### src/hw/afrx_pkg.sv
// constants, register map and timing for the strobe-driven buffer controller
package afrx_pkg;

  // ==========================================================
  // clock and timing figures
  localparam int CLK_MHZ = 250;
  localparam int T_PW_NS = 20;  // write strobe low time
  localparam int T_WR_NS = 10;  // write strobe recovery
  localparam int T_PR_NS = 20;  // read strobe low time
  localparam int T_RR_NS = 10;  // read strobe recovery
  localparam int T_SD_NS = 12;  // data setup before write rises
  localparam int T_PMR_NS = 20; // master reset low time
  localparam int T_RMR_NS = 10; // master reset recovery
  localparam int T_PRT_NS = 20; // replay low time
  localparam int T_RTR_NS = 10; // replay recovery
  localparam int T_FLAG_NS = 20; // longest strobe to flag delay

  // least time in ns to whole cycles, never below one
  function automatic int afrx_cyc(input int ns);
    int c;
    c = (ns * CLK_MHZ + 999) / 1000;
    return (c < 1) ? 1 : c;
  endfunction : afrx_cyc

  function automatic int afrx_max(input int a, input int b);
    return (a > b) ? a : b;
  endfunction : afrx_max

  localparam int PW_CYC = afrx_max(afrx_cyc(T_PW_NS), afrx_cyc(T_SD_NS));
  localparam int PR_CYC = afrx_cyc(T_PR_NS);
  localparam int PMR_CYC = afrx_cyc(T_PMR_NS);
  localparam int PRT_CYC = afrx_cyc(T_PRT_NS);
  // recoveries also wait until the flags have settled
  localparam int WR_CYC = afrx_max(afrx_cyc(T_WR_NS), afrx_cyc(T_FLAG_NS));
  localparam int RR_CYC = afrx_max(afrx_cyc(T_RR_NS), afrx_cyc(T_FLAG_NS));
  localparam int RMR_CYC = afrx_max(afrx_cyc(T_RMR_NS), afrx_cyc(T_FLAG_NS));
  localparam int RTR_CYC = afrx_max(afrx_cyc(T_RTR_NS), afrx_cyc(T_FLAG_NS));

  // ==========================================================
  // device geometry
  localparam int DEV_WORDS = 512;
  localparam int DEV_BITS = 9;

  // ==========================================================
  // register map
  localparam logic [7:0] REG_CTRL = 8'h00;
  localparam logic [7:0] REG_CMD = 8'h04;
  localparam logic [7:0] REG_WDATA = 8'h08;
  localparam logic [7:0] REG_RDATA = 8'h0C;
  localparam logic [7:0] REG_STATUS = 8'h10;
  localparam logic [7:0] REG_WCOUNT = 8'h14;
  localparam int CTRL_DEPTH = 0;
  localparam int CMD_RESET = 0;
  localparam int CMD_REPLAY = 1;
  localparam int CMD_READ = 2;
  localparam int ST_BUSY = 0;
  localparam int ST_EMPTY_N = 1;
  localparam int ST_FULL_N = 2;
  localparam int ST_HALF_N = 3;
  localparam int ST_RVALID = 4;
  localparam int ST_REFUSED = 5;
  localparam int ST_RESET_OK = 6;
  localparam logic [1:0] RESP_OKAY = 2'h0;
  localparam logic [1:0] RESP_SLVERR = 2'h2;

  // address decode shared by both bus directions
  function automatic logic afrx_hit(input logic [7:0] a);
    return (a[1:0] == 2'h0) && (a <= REG_WCOUNT);
  endfunction : afrx_hit

  // byte enables to a bit mask
  function automatic logic [31:0] afrx_mask(input logic [3:0] s);
    return {{8{s[3]}}, {8{s[2]}}, {8{s[1]}}, {8{s[0]}}};
  endfunction : afrx_mask

endpackage : afrx_pkg

### src/hw/afrx_reg_if.sv
// register access carrier between the bus slave and the controller core
`timescale 1ns/1ps
interface afrx_reg_if;
  logic wr_en;
  logic [7:0] wr_addr;
  logic [31:0] wr_data;
  logic [3:0] wr_strb;
  logic [7:0] rd_addr;
  logic [31:0] rd_data;

  modport bus (output wr_en, output wr_addr, output wr_data, output wr_strb, output rd_addr, input rd_data);
  modport core (input wr_en, input wr_addr, input wr_data, input wr_strb, input rd_addr, output rd_data);
endinterface : afrx_reg_if

### src/hw/afrx_timer.sv
// down counter that marks the last cycle of a timed pin phase
`timescale 1ns/1ps
module afrx_timer (
  // clock and reset
  input wire logic ref_clk,
  input wire logic resetn,
  // control
  input wire logic start,
  input wire logic [7:0] load,
  // last cycle of the phase
  output logic done
);

  logic [7:0] count_q;

  // ==========================================================
  // count down from the loaded length
  always_ff @(posedge ref_clk or negedge resetn)
  begin
    if (!resetn)
      count_q <= 8'h00;
    else if (start)
      count_q <= load;
    else if (count_q != 8'h00)
      count_q <= count_q - 8'h01;
  end

  assign done = (count_q == 8'h01);

endmodule : afrx_timer

### src/hw/afrx_axil.sv
// axi4-lite slave front end for the controller registers
`timescale 1ns/1ps
module afrx_axil (
  // clock and reset
  input wire logic ref_clk,
  input wire logic resetn,
  // write address and data
  input wire logic s_awvalid,
  output logic s_awready,
  input wire logic [7:0] s_awaddr,
  input wire logic s_wvalid,
  output logic s_wready,
  input wire logic [31:0] s_wdata,
  input wire logic [3:0] s_wstrb,
  // write response
  output logic s_bvalid,
  input wire logic s_bready,
  output logic [1:0] s_bresp,
  // read address and data
  input wire logic s_arvalid,
  output logic s_arready,
  input wire logic [7:0] s_araddr,
  output logic s_rvalid,
  input wire logic s_rready,
  output logic [31:0] s_rdata,
  output logic [1:0] s_rresp,
  // register side
  afrx_reg_if.bus regs
);

  logic aw_have_q;
  logic w_have_q;
  logic [7:0] awaddr_q;
  logic [31:0] wdata_q;
  logic [3:0] wstrb_q;
  logic fire;

  assign s_awready = !aw_have_q && !s_bvalid;
  assign s_wready = !w_have_q && !s_bvalid;
  assign fire = aw_have_q && w_have_q && !s_bvalid;
  assign s_arready = !s_rvalid;

  // ==========================================================
  // write channel capture, either order
  always_ff @(posedge ref_clk or negedge resetn)
  begin
    if (!resetn)
    begin
      aw_have_q <= 1'b0;
      w_have_q <= 1'b0;
      awaddr_q <= 8'h00;
      wdata_q <= 32'h00000000;
      wstrb_q <= 4'h0;
    end
    else
    begin
      if (s_awvalid && s_awready)
      begin
        aw_have_q <= 1'b1;
        awaddr_q <= s_awaddr;
      end
      else if (fire)
        aw_have_q <= 1'b0;
      if (s_wvalid && s_wready)
      begin
        w_have_q <= 1'b1;
        wdata_q <= s_wdata;
        wstrb_q <= s_wstrb;
      end
      else if (fire)
        w_have_q <= 1'b0;
    end
  end

  // write response
  always_ff @(posedge ref_clk or negedge resetn)
  begin
    if (!resetn)
    begin
      s_bvalid <= 1'b0;
      s_bresp <= afrx_pkg::RESP_OKAY;
    end
    else if (fire)
    begin
      s_bvalid <= 1'b1;
      s_bresp <= afrx_pkg::afrx_hit(awaddr_q) ? afrx_pkg::RESP_OKAY : afrx_pkg::RESP_SLVERR;
    end
    else if (s_bready)
      s_bvalid <= 1'b0;
  end

  assign regs.wr_en = fire && afrx_pkg::afrx_hit(awaddr_q);
  assign regs.wr_addr = awaddr_q;
  assign regs.wr_data = wdata_q;
  assign regs.wr_strb = wstrb_q;
  assign regs.rd_addr = s_araddr;

  // ==========================================================
  // read channel, answer one cycle after the address
  always_ff @(posedge ref_clk or negedge resetn)
  begin
    if (!resetn)
    begin
      s_rvalid <= 1'b0;
      s_rdata <= 32'h00000000;
      s_rresp <= afrx_pkg::RESP_OKAY;
    end
    else if (s_arvalid && s_arready)
    begin
      s_rvalid <= 1'b1;
      s_rdata <= afrx_pkg::afrx_hit(s_araddr) ? regs.rd_data : 32'h00000000;
      s_rresp <= afrx_pkg::afrx_hit(s_araddr) ? afrx_pkg::RESP_OKAY : afrx_pkg::RESP_SLVERR;
    end
    else if (s_rready)
      s_rvalid <= 1'b0;
  end

endmodule : afrx_axil

### src/hw/afrx_ctrl.sv
// controller that drives a chain of strobe-timed first-in first-out buffers
`timescale 1ns/1ps
module afrx_ctrl #(
  parameter int LANES = 1,
  parameter int DEPTH = afrx_pkg::DEV_WORDS
) (
  // clock and reset
  input wire logic ref_clk,
  input wire logic resetn,
  // axi4-lite write address and data
  input wire logic s_awvalid,
  output logic s_awready,
  input wire logic [7:0] s_awaddr,
  input wire logic s_wvalid,
  output logic s_wready,
  input wire logic [31:0] s_wdata,
  input wire logic [3:0] s_wstrb,
  // axi4-lite write response
  output logic s_bvalid,
  input wire logic s_bready,
  output logic [1:0] s_bresp,
  // axi4-lite read
  input wire logic s_arvalid,
  output logic s_arready,
  input wire logic [7:0] s_araddr,
  output logic s_rvalid,
  input wire logic s_rready,
  output logic [31:0] s_rdata,
  output logic [1:0] s_rresp,
  // strobes shared by all devices
  output logic write_n,
  output logic read_n,
  output logic replay_n,
  output logic master_reset_n,
  // data to and from the devices
  output logic [LANES*afrx_pkg::DEV_BITS-1:0] write_data_in,
  input wire logic [LANES*afrx_pkg::DEV_BITS-1:0] read_data_out,
  // per-device flags
  input wire logic [LANES-1:0] empty_flag_n,
  input wire logic [LANES-1:0] full_flag_n,
  input wire logic [LANES-1:0] half_full_flag_n,
  // mode straps
  output logic [LANES-1:0] first_load_strap_n,
  output logic [LANES-1:0] chain_in_n,
  output logic chain_in_oe
);

  localparam int DW = LANES * afrx_pkg::DEV_BITS;
  localparam logic [15:0] WCOUNT_CAP = 16'(DEPTH + 1);

  typedef enum {
    AFRX_IDLE, AFRX_WR_PULSE, AFRX_WR_REC, AFRX_RD_PULSE, AFRX_RD_REC,
    AFRX_MR_PULSE, AFRX_MR_REC, AFRX_RT_PULSE, AFRX_RT_REC
  } afrx_state_type;

  afrx_reg_if regs ();

  afrx_state_type state_q;
  afrx_state_type state_d;
  logic tmr_start;
  logic [7:0] tmr_load;
  logic tmr_done;
  logic depth_q;
  logic boot_q;
  logic [DW-1:0] wdata_q;
  logic [DW-1:0] rdata_q;
  logic rvalid_q;
  logic refused_q;
  logic refuse;
  logic reset_ok_q;
  logic [15:0] wcount_q;
  logic [31:0] wmask;
  logic [31:0] wbits;
  logic c_rst;
  logic c_rt;
  logic c_rd;
  logic c_wr;
  logic c_ctrl;
  logic c_clr;
  logic any_cmd;
  logic comp_empty_n;
  logic comp_full_n;
  logic comp_half_n;

  // ==========================================================
  // bus slave and phase timer
  afrx_axil u_axil (
    .ref_clk(ref_clk),
    .resetn(resetn),
    .s_awvalid(s_awvalid),
    .s_awready(s_awready),
    .s_awaddr(s_awaddr),
    .s_wvalid(s_wvalid),
    .s_wready(s_wready),
    .s_wdata(s_wdata),
    .s_wstrb(s_wstrb),
    .s_bvalid(s_bvalid),
    .s_bready(s_bready),
    .s_bresp(s_bresp),
    .s_arvalid(s_arvalid),
    .s_arready(s_arready),
    .s_araddr(s_araddr),
    .s_rvalid(s_rvalid),
    .s_rready(s_rready),
    .s_rdata(s_rdata),
    .s_rresp(s_rresp),
    .regs(regs.bus)
  );

  afrx_timer u_timer (
    .ref_clk(ref_clk),
    .resetn(resetn),
    .start(tmr_start),
    .load(tmr_load),
    .done(tmr_done)
  );

  // ==========================================================
  // composite flags: lane 0 in width mode; in depth mode empty and full are the or of all, half-full held high
  assign comp_empty_n = depth_q ? |empty_flag_n : empty_flag_n[0];
  assign comp_full_n = depth_q ? |full_flag_n : full_flag_n[0];
  assign comp_half_n = depth_q ? 1'b1 : half_full_flag_n[0];

  // straps: one first-load device in depth mode, chain input grounded otherwise
  generate
    for (genvar i = 0; i < LANES; i++)
    begin : g_strap
      assign first_load_strap_n[i] = !(depth_q && (i == 0));
      assign chain_in_n[i] = 1'b0;
    end
  endgenerate
  assign chain_in_oe = !depth_q;

  // ==========================================================
  // register write decode
  assign wmask = afrx_pkg::afrx_mask(regs.wr_strb);
  assign wbits = regs.wr_data & wmask;
  assign c_ctrl = regs.wr_en && (regs.wr_addr == afrx_pkg::REG_CTRL);
  assign c_rst = regs.wr_en && (regs.wr_addr == afrx_pkg::REG_CMD) && wbits[afrx_pkg::CMD_RESET];
  assign c_rt = regs.wr_en && (regs.wr_addr == afrx_pkg::REG_CMD) && wbits[afrx_pkg::CMD_REPLAY];
  assign c_rd = regs.wr_en && (regs.wr_addr == afrx_pkg::REG_CMD) && wbits[afrx_pkg::CMD_READ];
  assign c_wr = regs.wr_en && (regs.wr_addr == afrx_pkg::REG_WDATA);
  assign c_clr = regs.wr_en && (regs.wr_addr == afrx_pkg::REG_STATUS) && wbits[afrx_pkg::ST_REFUSED];
  assign any_cmd = c_rst || c_rt || c_rd || c_wr;

  // ==========================================================
  // sequencer: choose next phase and its length
  always_comb
  begin
    state_d = state_q;
    tmr_start = 1'b0;
    tmr_load = 8'h00;
    refuse = 1'b0;
    case (state_q)
      AFRX_IDLE:
      begin
        if (boot_q || c_rst)
        begin
          state_d = AFRX_MR_PULSE;
          tmr_start = 1'b1;
          tmr_load = 8'(afrx_pkg::PMR_CYC);
        end
        else if (c_rt)
        begin
          // refused in a chain or once more words went in than fit
          if (depth_q || (wcount_q > 16'(DEPTH)))
            refuse = 1'b1;
          else
          begin
            state_d = AFRX_RT_PULSE;
            tmr_start = 1'b1;
            tmr_load = 8'(afrx_pkg::PRT_CYC);
          end
        end
        else if (c_rd)
        begin
          if (!comp_empty_n)
            refuse = 1'b1;
          else
          begin
            state_d = AFRX_RD_PULSE;
            tmr_start = 1'b1;
            tmr_load = 8'(afrx_pkg::PR_CYC);
          end
        end
        else if (c_wr)
        begin
          if (!comp_full_n)
            refuse = 1'b1;
          else
          begin
            state_d = AFRX_WR_PULSE;
            tmr_start = 1'b1;
            tmr_load = 8'(afrx_pkg::PW_CYC);
          end
        end
      end
      AFRX_WR_PULSE:
      if (tmr_done)
      begin
        state_d = AFRX_WR_REC;
        tmr_start = 1'b1;
        tmr_load = 8'(afrx_pkg::WR_CYC);
      end
      AFRX_RD_PULSE:
      if (tmr_done)
      begin
        state_d = AFRX_RD_REC;
        tmr_start = 1'b1;
        tmr_load = 8'(afrx_pkg::RR_CYC);
      end
      AFRX_MR_PULSE:
      if (tmr_done)
      begin
        state_d = AFRX_MR_REC;
        tmr_start = 1'b1;
        tmr_load = 8'(afrx_pkg::RMR_CYC);
      end
      AFRX_RT_PULSE:
      if (tmr_done)
      begin
        state_d = AFRX_RT_REC;
        tmr_start = 1'b1;
        tmr_load = 8'(afrx_pkg::RTR_CYC);
      end
      AFRX_WR_REC, AFRX_RD_REC, AFRX_MR_REC, AFRX_RT_REC:
      if (tmr_done)
        state_d = AFRX_IDLE;
      default:
        state_d = AFRX_IDLE;
    endcase
    // commands arriving mid-sequence are refused
    if ((state_q != AFRX_IDLE) && any_cmd)
      refuse = 1'b1;
  end

  // state register
  always_ff @(posedge ref_clk or negedge resetn)
  begin
    if (!resetn)
      state_q <= AFRX_IDLE;
    else
      state_q <= state_d;
  end

  // power-up master reset request
  always_ff @(posedge ref_clk or negedge resetn)
  begin
    if (!resetn)
      boot_q <= 1'b1;
    else if (state_d == AFRX_MR_PULSE)
      boot_q <= 1'b0;
  end

  // ==========================================================
  // pin strobes, registered from the next phase
  always_ff @(posedge ref_clk or negedge resetn)
  begin
    if (!resetn)
    begin
      write_n <= 1'b1;
      read_n <= 1'b1;
      replay_n <= 1'b1;
      master_reset_n <= 1'b1;
    end
    else
    begin
      // one strobe set for every device of a width group
      write_n <= (state_d != AFRX_WR_PULSE);
      read_n <= (state_d != AFRX_RD_PULSE);
      // strobes stay high through replay pulse and recovery
      replay_n <= (state_d != AFRX_RT_PULSE);
      master_reset_n <= (state_d != AFRX_MR_PULSE);
    end
  end

  // write data, loaded on the same edge the strobe falls and held until after it rises
  always_ff @(posedge ref_clk or negedge resetn)
  begin
    if (!resetn)
      wdata_q <= '0;
    else if ((state_q == AFRX_IDLE) && c_wr && !boot_q && !c_rst && !c_rt && !c_rd)
      wdata_q <= wbits[DW-1:0];
  end
  assign write_data_in = wdata_q;

  // ==========================================================
  // read capture at the last cycle before the read strobe rises
  always_ff @(posedge ref_clk or negedge resetn)
  begin
    if (!resetn)
    begin
      rdata_q <= '0;
      rvalid_q <= 1'b0;
    end
    else if ((state_q == AFRX_RD_PULSE) && tmr_done)
    begin
      rdata_q <= read_data_out;
      rvalid_q <= 1'b1;
    end
    else if (state_d == AFRX_MR_PULSE)
      rvalid_q <= 1'b0;
  end

  // writes since the last master reset, saturating just above the depth
  always_ff @(posedge ref_clk or negedge resetn)
  begin
    if (!resetn)
      wcount_q <= 16'h0000;
    else if (state_d == AFRX_MR_PULSE)
      wcount_q <= 16'h0000;
    else if ((state_q == AFRX_IDLE) && (state_d == AFRX_WR_PULSE) && (wcount_q < WCOUNT_CAP))
      wcount_q <= wcount_q + 16'h0001;
  end

  // refused command, sticky, set wins over clear
  always_ff @(posedge ref_clk or negedge resetn)
  begin
    if (!resetn)
      refused_q <= 1'b0;
    else
      refused_q <= (refused_q && !c_clr) || refuse;
  end

  // master reset outcome checked once flags have settled
  always_ff @(posedge ref_clk or negedge resetn)
  begin
    if (!resetn)
      reset_ok_q <= 1'b0;
    else if (state_d == AFRX_MR_PULSE)
      reset_ok_q <= 1'b0;
    else if ((state_q == AFRX_MR_REC) && tmr_done)
      reset_ok_q <= !comp_empty_n && comp_full_n && comp_half_n;
  end

  // ==========================================================
  // control register
  always_ff @(posedge ref_clk or negedge resetn)
  begin
    if (!resetn)
      depth_q <= 1'b0;
    else if (c_ctrl)
      depth_q <= (depth_q && !wmask[afrx_pkg::CTRL_DEPTH]) || wbits[afrx_pkg::CTRL_DEPTH];
  end

  // register read mux
  always_comb
  begin
    regs.rd_data = 32'h00000000;
    case (regs.rd_addr)
      afrx_pkg::REG_CTRL:
        regs.rd_data[afrx_pkg::CTRL_DEPTH] = depth_q;
      afrx_pkg::REG_WDATA:
        regs.rd_data[DW-1:0] = wdata_q;
      afrx_pkg::REG_RDATA:
        regs.rd_data[DW-1:0] = rdata_q;
      afrx_pkg::REG_STATUS:
      begin
        regs.rd_data[afrx_pkg::ST_BUSY] = (state_q != AFRX_IDLE) || boot_q;
        regs.rd_data[afrx_pkg::ST_EMPTY_N] = comp_empty_n;
        regs.rd_data[afrx_pkg::ST_FULL_N] = comp_full_n;
        regs.rd_data[afrx_pkg::ST_HALF_N] = comp_half_n;
        regs.rd_data[afrx_pkg::ST_RVALID] = rvalid_q;
        regs.rd_data[afrx_pkg::ST_REFUSED] = refused_q;
        regs.rd_data[afrx_pkg::ST_RESET_OK] = reset_ok_q;
      end
      afrx_pkg::REG_WCOUNT:
        regs.rd_data[15:0] = wcount_q;
      default:
        regs.rd_data = 32'h00000000;
    endcase
  end

endmodule : afrx_ctrl

### config.mk
export PLATFORM = sky130hd
export DESIGN_NAME = afrx_ctrl
export DESIGN_NICKNAME = d
export VERILOG_FILES = /design/src/hw/afrx_pkg.sv /design/src/hw/afrx_reg_if.sv /design/src/hw/afrx_timer.sv /design/src/hw/afrx_axil.sv /design/src/hw/afrx_ctrl.sv
export SDC_FILE = /design/constraint.sdc
export NUM_CORES = 1
export LEC_CHECK = 0
export BUFFER_PORTS_ARGS = -buffer_cell sky130_fd_sc_hd__buf_2
export CORE_UTILIZATION = 54
export DETAILED_ROUTE_END_ITERATION = 10
export HOLD_SLACK_MARGIN = 0.06
export PLACE_DENSITY = 0.82
export SETUP_SLACK_MARGIN = 0.1
export SLEW_MARGIN = 20
export SYNTH_ARGS = -nofsm -noshare
export SYNTH_HDL_FRONTEND = slang
export SYNTH_SLANG_ARGS = --single-unit
### constraint.sdc
create_clock -name ref_clk -period 2.45 [get_ports ref_clk]
set_input_delay 0.1225 -clock ref_clk [delete_from_list [all_inputs] [get_ports ref_clk]]
set_output_delay 0.1225 -clock ref_clk [all_outputs]
set_load 0.01 [all_outputs]
==> metrics.md <==
| Metric | Value |
|---|---|
| Hold EP | `u_axil.s_rresp[1]$_DFFE_PN0P_` |
| Initial antenna violation count | `0` |
| Crit-path max FO | `10` |
| Remaining Overflow, GRT | `0` |
| Pleak | `3.496 nW` |
| Final Setup Violations | `21` |
| Synthesized flop and latch total | `124` |
| R2R Path End | `wcount_q[5]$_DFFE_PN0P_` |
| Largest net degree at the start of global routing | `57` |
| Clock skew | `0.01049 ns` |
| EDFF count, synth | `0` |
| Post-Synthesis Cells | `508` |
| Setup crit end kind | `flip-flop` |
| Port buffer count | `83` |
| Final GP Congestion | `0.8690` |
| Least-Margin Pin Slew | `0.6785 ns` |
| Total power | `6.589 mW` |
| Crit Path Category | `flip-flop to flip-flop` |
| Main synth FF type | `dfrtp_1` |
| Sequential area share after synthesis | `0.5577` |
| First DRT Iteration DRCs | `451` |
| DIE WIDTH | `103.6 um` |
| Final Cycle Share | `1.070` |
| WHS Path Cells | `4` |
| CTS root buf | `clkbuf_8` |
| Core Area | `0.009910 mm2` |
| CTS sink count | `124` |
| Status | `finished with violations` |
| Asr flop ratio synth | `1.000` |
| Residual DRC | `0` |
| Post-Syn Area | `0.005575 mm2` |
| I/O pins | `128` |
| Hold_sp | `s_arvalid` |
| Routed wire length | `17.03 mm` |
| CTS Buf Count | `17` |
| Post-layout min period | `2.622 ns` |
| Cell variety after synth | `61` |
| Max-cap violations | `0` |
| Vias in the first global route | `4901` |
| PwrDens | `866.2 mW/mm2` |
| Hold crit path type | `input port to flip-flop` |
| Reg-to-Reg Start | `u_axil.regs.wr_addr[1]$_DFFE_PN0P_` |
| Post-synthesis average cell area | `10.98 um2` |
| WL per Instance | `20.01 um` |
| Diodes inserted | `0` |
| Register-to-register setup slack | `-0.17 ns` |
| FF-to-FF path depth | `9` |
| Starting Density | `0.5626` |
| HPWL after detailed placement | `8.637 mm` |
| Clk pin slew, worst setup/hold paths | `0.07 ns` |
| CTS tree | `built` |
| Clk buf depth | `2` |
| GRT Resource Usage Total | `0.2965` |
| Worst skew pair latency | `0.54 ns` |
| Startpoint types | `flip-flop` |
| Number of routed nets with antenna violations | `0` |
| Fraction of layout cells with a size suffix above 1 | `0.3370` |
| Violated checks | `negative setup slack` |
| RSZ-0062 raised after global routing | `true` |
| Final core occ | `0.7677` |
| H-tree levels | `4` |
| Worst Path Required | `2.84 ns` |
| Relative slew slack | `0.5476` |
| Fill count | `559` |
| WP data arrival | `3.01 ns` |
| Final hold violations | `0` |
| Nets | `781` |
| Die Area | `0.01074 mm2` |
| Final worst-path setup slack | `-0.1715 ns` |
| VDD IR max | `0.7099 mV` |
| Via count | `5048` |
| Pre-antenna DRT Iters | `6` |
| Peak Freq | `0.3815 GHz` |
| First-pass GRT wire length | `24.45 mm` |
| Area Growth Syn to Fin | `36.45%` |
| Detailed-route vias per instance | `5.932` |
| Pins Over Slew Limit | `0` |
| Die Y | `103.6 um` |
| Yosys warns | `0` |
| Num rows | `36` |
[critical path: stages, from the launching register on]
cell and delay (ns):
dfrtp_2 0.44, nor4b_4 0.36, nand4b_1 0.27, a2111oi_4 0.37, nand2b_4 0.23, a221o_1 0.16
nand4b_1 0.13, buf_6 0.19, o211ai_1 0.17, o31ai_2 0.15
[registers in the layout, indices dropped and copies added (netlist names), 2 cells and up, named ones only]
name and flops:
rdata_q 9, state_q 32, u_axil.regs.wr_addr 8, u_axil.regs.wr_data 9
u_axil.regs.wr_strb 2, u_axil.s_rdata 16, u_timer.count_q 8, wcount_q 16
write_data_in 9
[cells in the mapped netlist (4+ instances only)]
cell type	instances	share of area
nor2_1	28	0.019
nor3_1	14	0.013
nand4b_1	4	0.0063
a221oi_1	5	0.0079
mux2_2	30	0.061
and2_1	9	0.010
o31ai_2	4	0.0090
inv_1	10	0.0067
clkbuf_1	12	0.0081
nor2b_1	4	0.0045
mux2i_1	11	0.020
buf_4	21	0.028
nand2_1	68	0.046
and3_1	4	0.0045
nand2b_1	10	0.011
nor4_1	9	0.010
nand3b_1	6	0.0081
dfstp_2	5	0.024
nand3_1	16	0.014
ha_1	5	0.011
dfrtp_1	119	0.53
o31ai_1	5	0.0067
o211ai_1	5	0.0067
o21ai_0	34	0.031
a21oi_1	15	0.013
[logic make-up (layout without fill, tap and decap cells)]
group / count (synthesis) / after routing / synth area share
AOI/OAI and AO/OA: 92 / 92 / 0.1165
buffers and inverters: 49 / 213 / 0.05049
xor gates and xnor gates: 4 / 4 / 0.006285
adders and majority gates: 5 / 5 / 0.01122
and+or+nand+nor: 192 / 192 / 0.1768
other: 1 / 47 / 0.0006726
muxes: 41 / 41 / 0.08034
DFF: 124 / 124 / 0.5577
[per-stage QoR]
step                        TNS, ns  cell area (um2)  setup slack [ns]  instances  hold WS, ns
after floorplan                   0             5748            0.2431        554      -0.1731
after global placement            0             6304           0.09602        758       0.1941
after detailed placement  -0.005859             6304         -0.005859        758       0.2041
after CTS                         0             7362           0.06976        836      0.06446
after global routing         -3.072             7607           -0.2009        851       0.1254
final                        -1.877             7607           -0.1715        851      0.06299
[area by class of cell]
type | instances | area, um2 | share of cell area
sequential | 124 | 3114 | 0.4094
multi-input combinational | 381 | 2551 | 0.3354
timing repair buffer | 171 | 1201 | 0.1579
clock buffer | 19 | 431.7 | 0.05674
tap | 133 | 166.4 | 0.02188
clock inverter | 13 | 105.1 | 0.01382
inverter | 10 | 37.54 | 0.004934
[report_power, final]
group          internal, mW  switching, mW  total, mW
sequential             2.35          0.323       2.67
clock                  1.29           1.00       2.29
combinational         0.752          0.872       1.62
[per-layer routing]
| layer | global-route usage | part of all wire | vias up |
|---|---|---|---|
| met1 | 0.3302 | 0.35 | 2458 |
| met5 | 0 | 0 | - |
| li1 | - | - | 2130 |
| met3 | 0.07300 | 0.073 | 111 |
| met4 | 0.1687 | 0.062 | 0 |
| met2 | 0.5177 | 0.51 | 349 |
[how the worst max path moves through the flow]
stage / depth (start not counted) / slack [ns] / endpoint / from
after floorplan: 9 / 0.24 / wcount_q[5]$_DFFE_PN0P_ / wcount_q[7]$_DFFE_PN0P_
after global placement: 9 / 0.1 / wcount_q[6]$_DFFE_PN0P_ / wcount_q[7]$_DFFE_PN0P_
after detailed placement: 9 / -0.006 / wcount_q[7]$_DFFE_PN0P_ / u_axil.regs.wr_addr[1]$_DFFE_PN0P_
after CTS: 9 / 0.07 / wcount_q[2]$_DFFE_PN0P_ / u_axil.regs.wr_addr[7]$_DFFE_PN0P_
after global routing: 9 / -0.20 / wcount_q[5]$_DFFE_PN0P_ / u_axil.regs.wr_addr[1]$_DFFE_PN0P_
final: 9 / -0.17 / wcount_q[5]$_DFFE_PN0P_ / u_axil.regs.wr_addr[1]$_DFFE_PN0P_
[cell usage in the layout, fill, tap and decap left out, types with 6 or more instances in the layout]
cell / Yosys / layout
buf_2: 3 / 82
and2_1: 9 / 9
mux2_2: 30 / 30
inv_1: 10 / 10
nor2_1: 28 / 28
conb_1: 1 / 47
a21oi_1: 15 / 14
nand2b_1: 10 / 10
dfrtp_1: 119 / 115
buf_4: 21 / 46
o21ai_0: 34 / 32
nand3b_1: 6 / 6
nand3_1: 16 / 14
dlygate4sd3_1: 0 / 38
nand2_1: 68 / 65
clkbuf_16: 0 / 16
mux2i_1: 11 / 11
nor3_1: 14 / 9
[timing repair]
action	CTS	global route
hold buffers	38	0
endpoints found under the setup margin	32	31
cloned	0	1
pin swaps	5	11
gates resized for setup	14	31
hold endpoints to repair	84	0
setup buffers	8	14
Power figures use the tool's default switching activity.
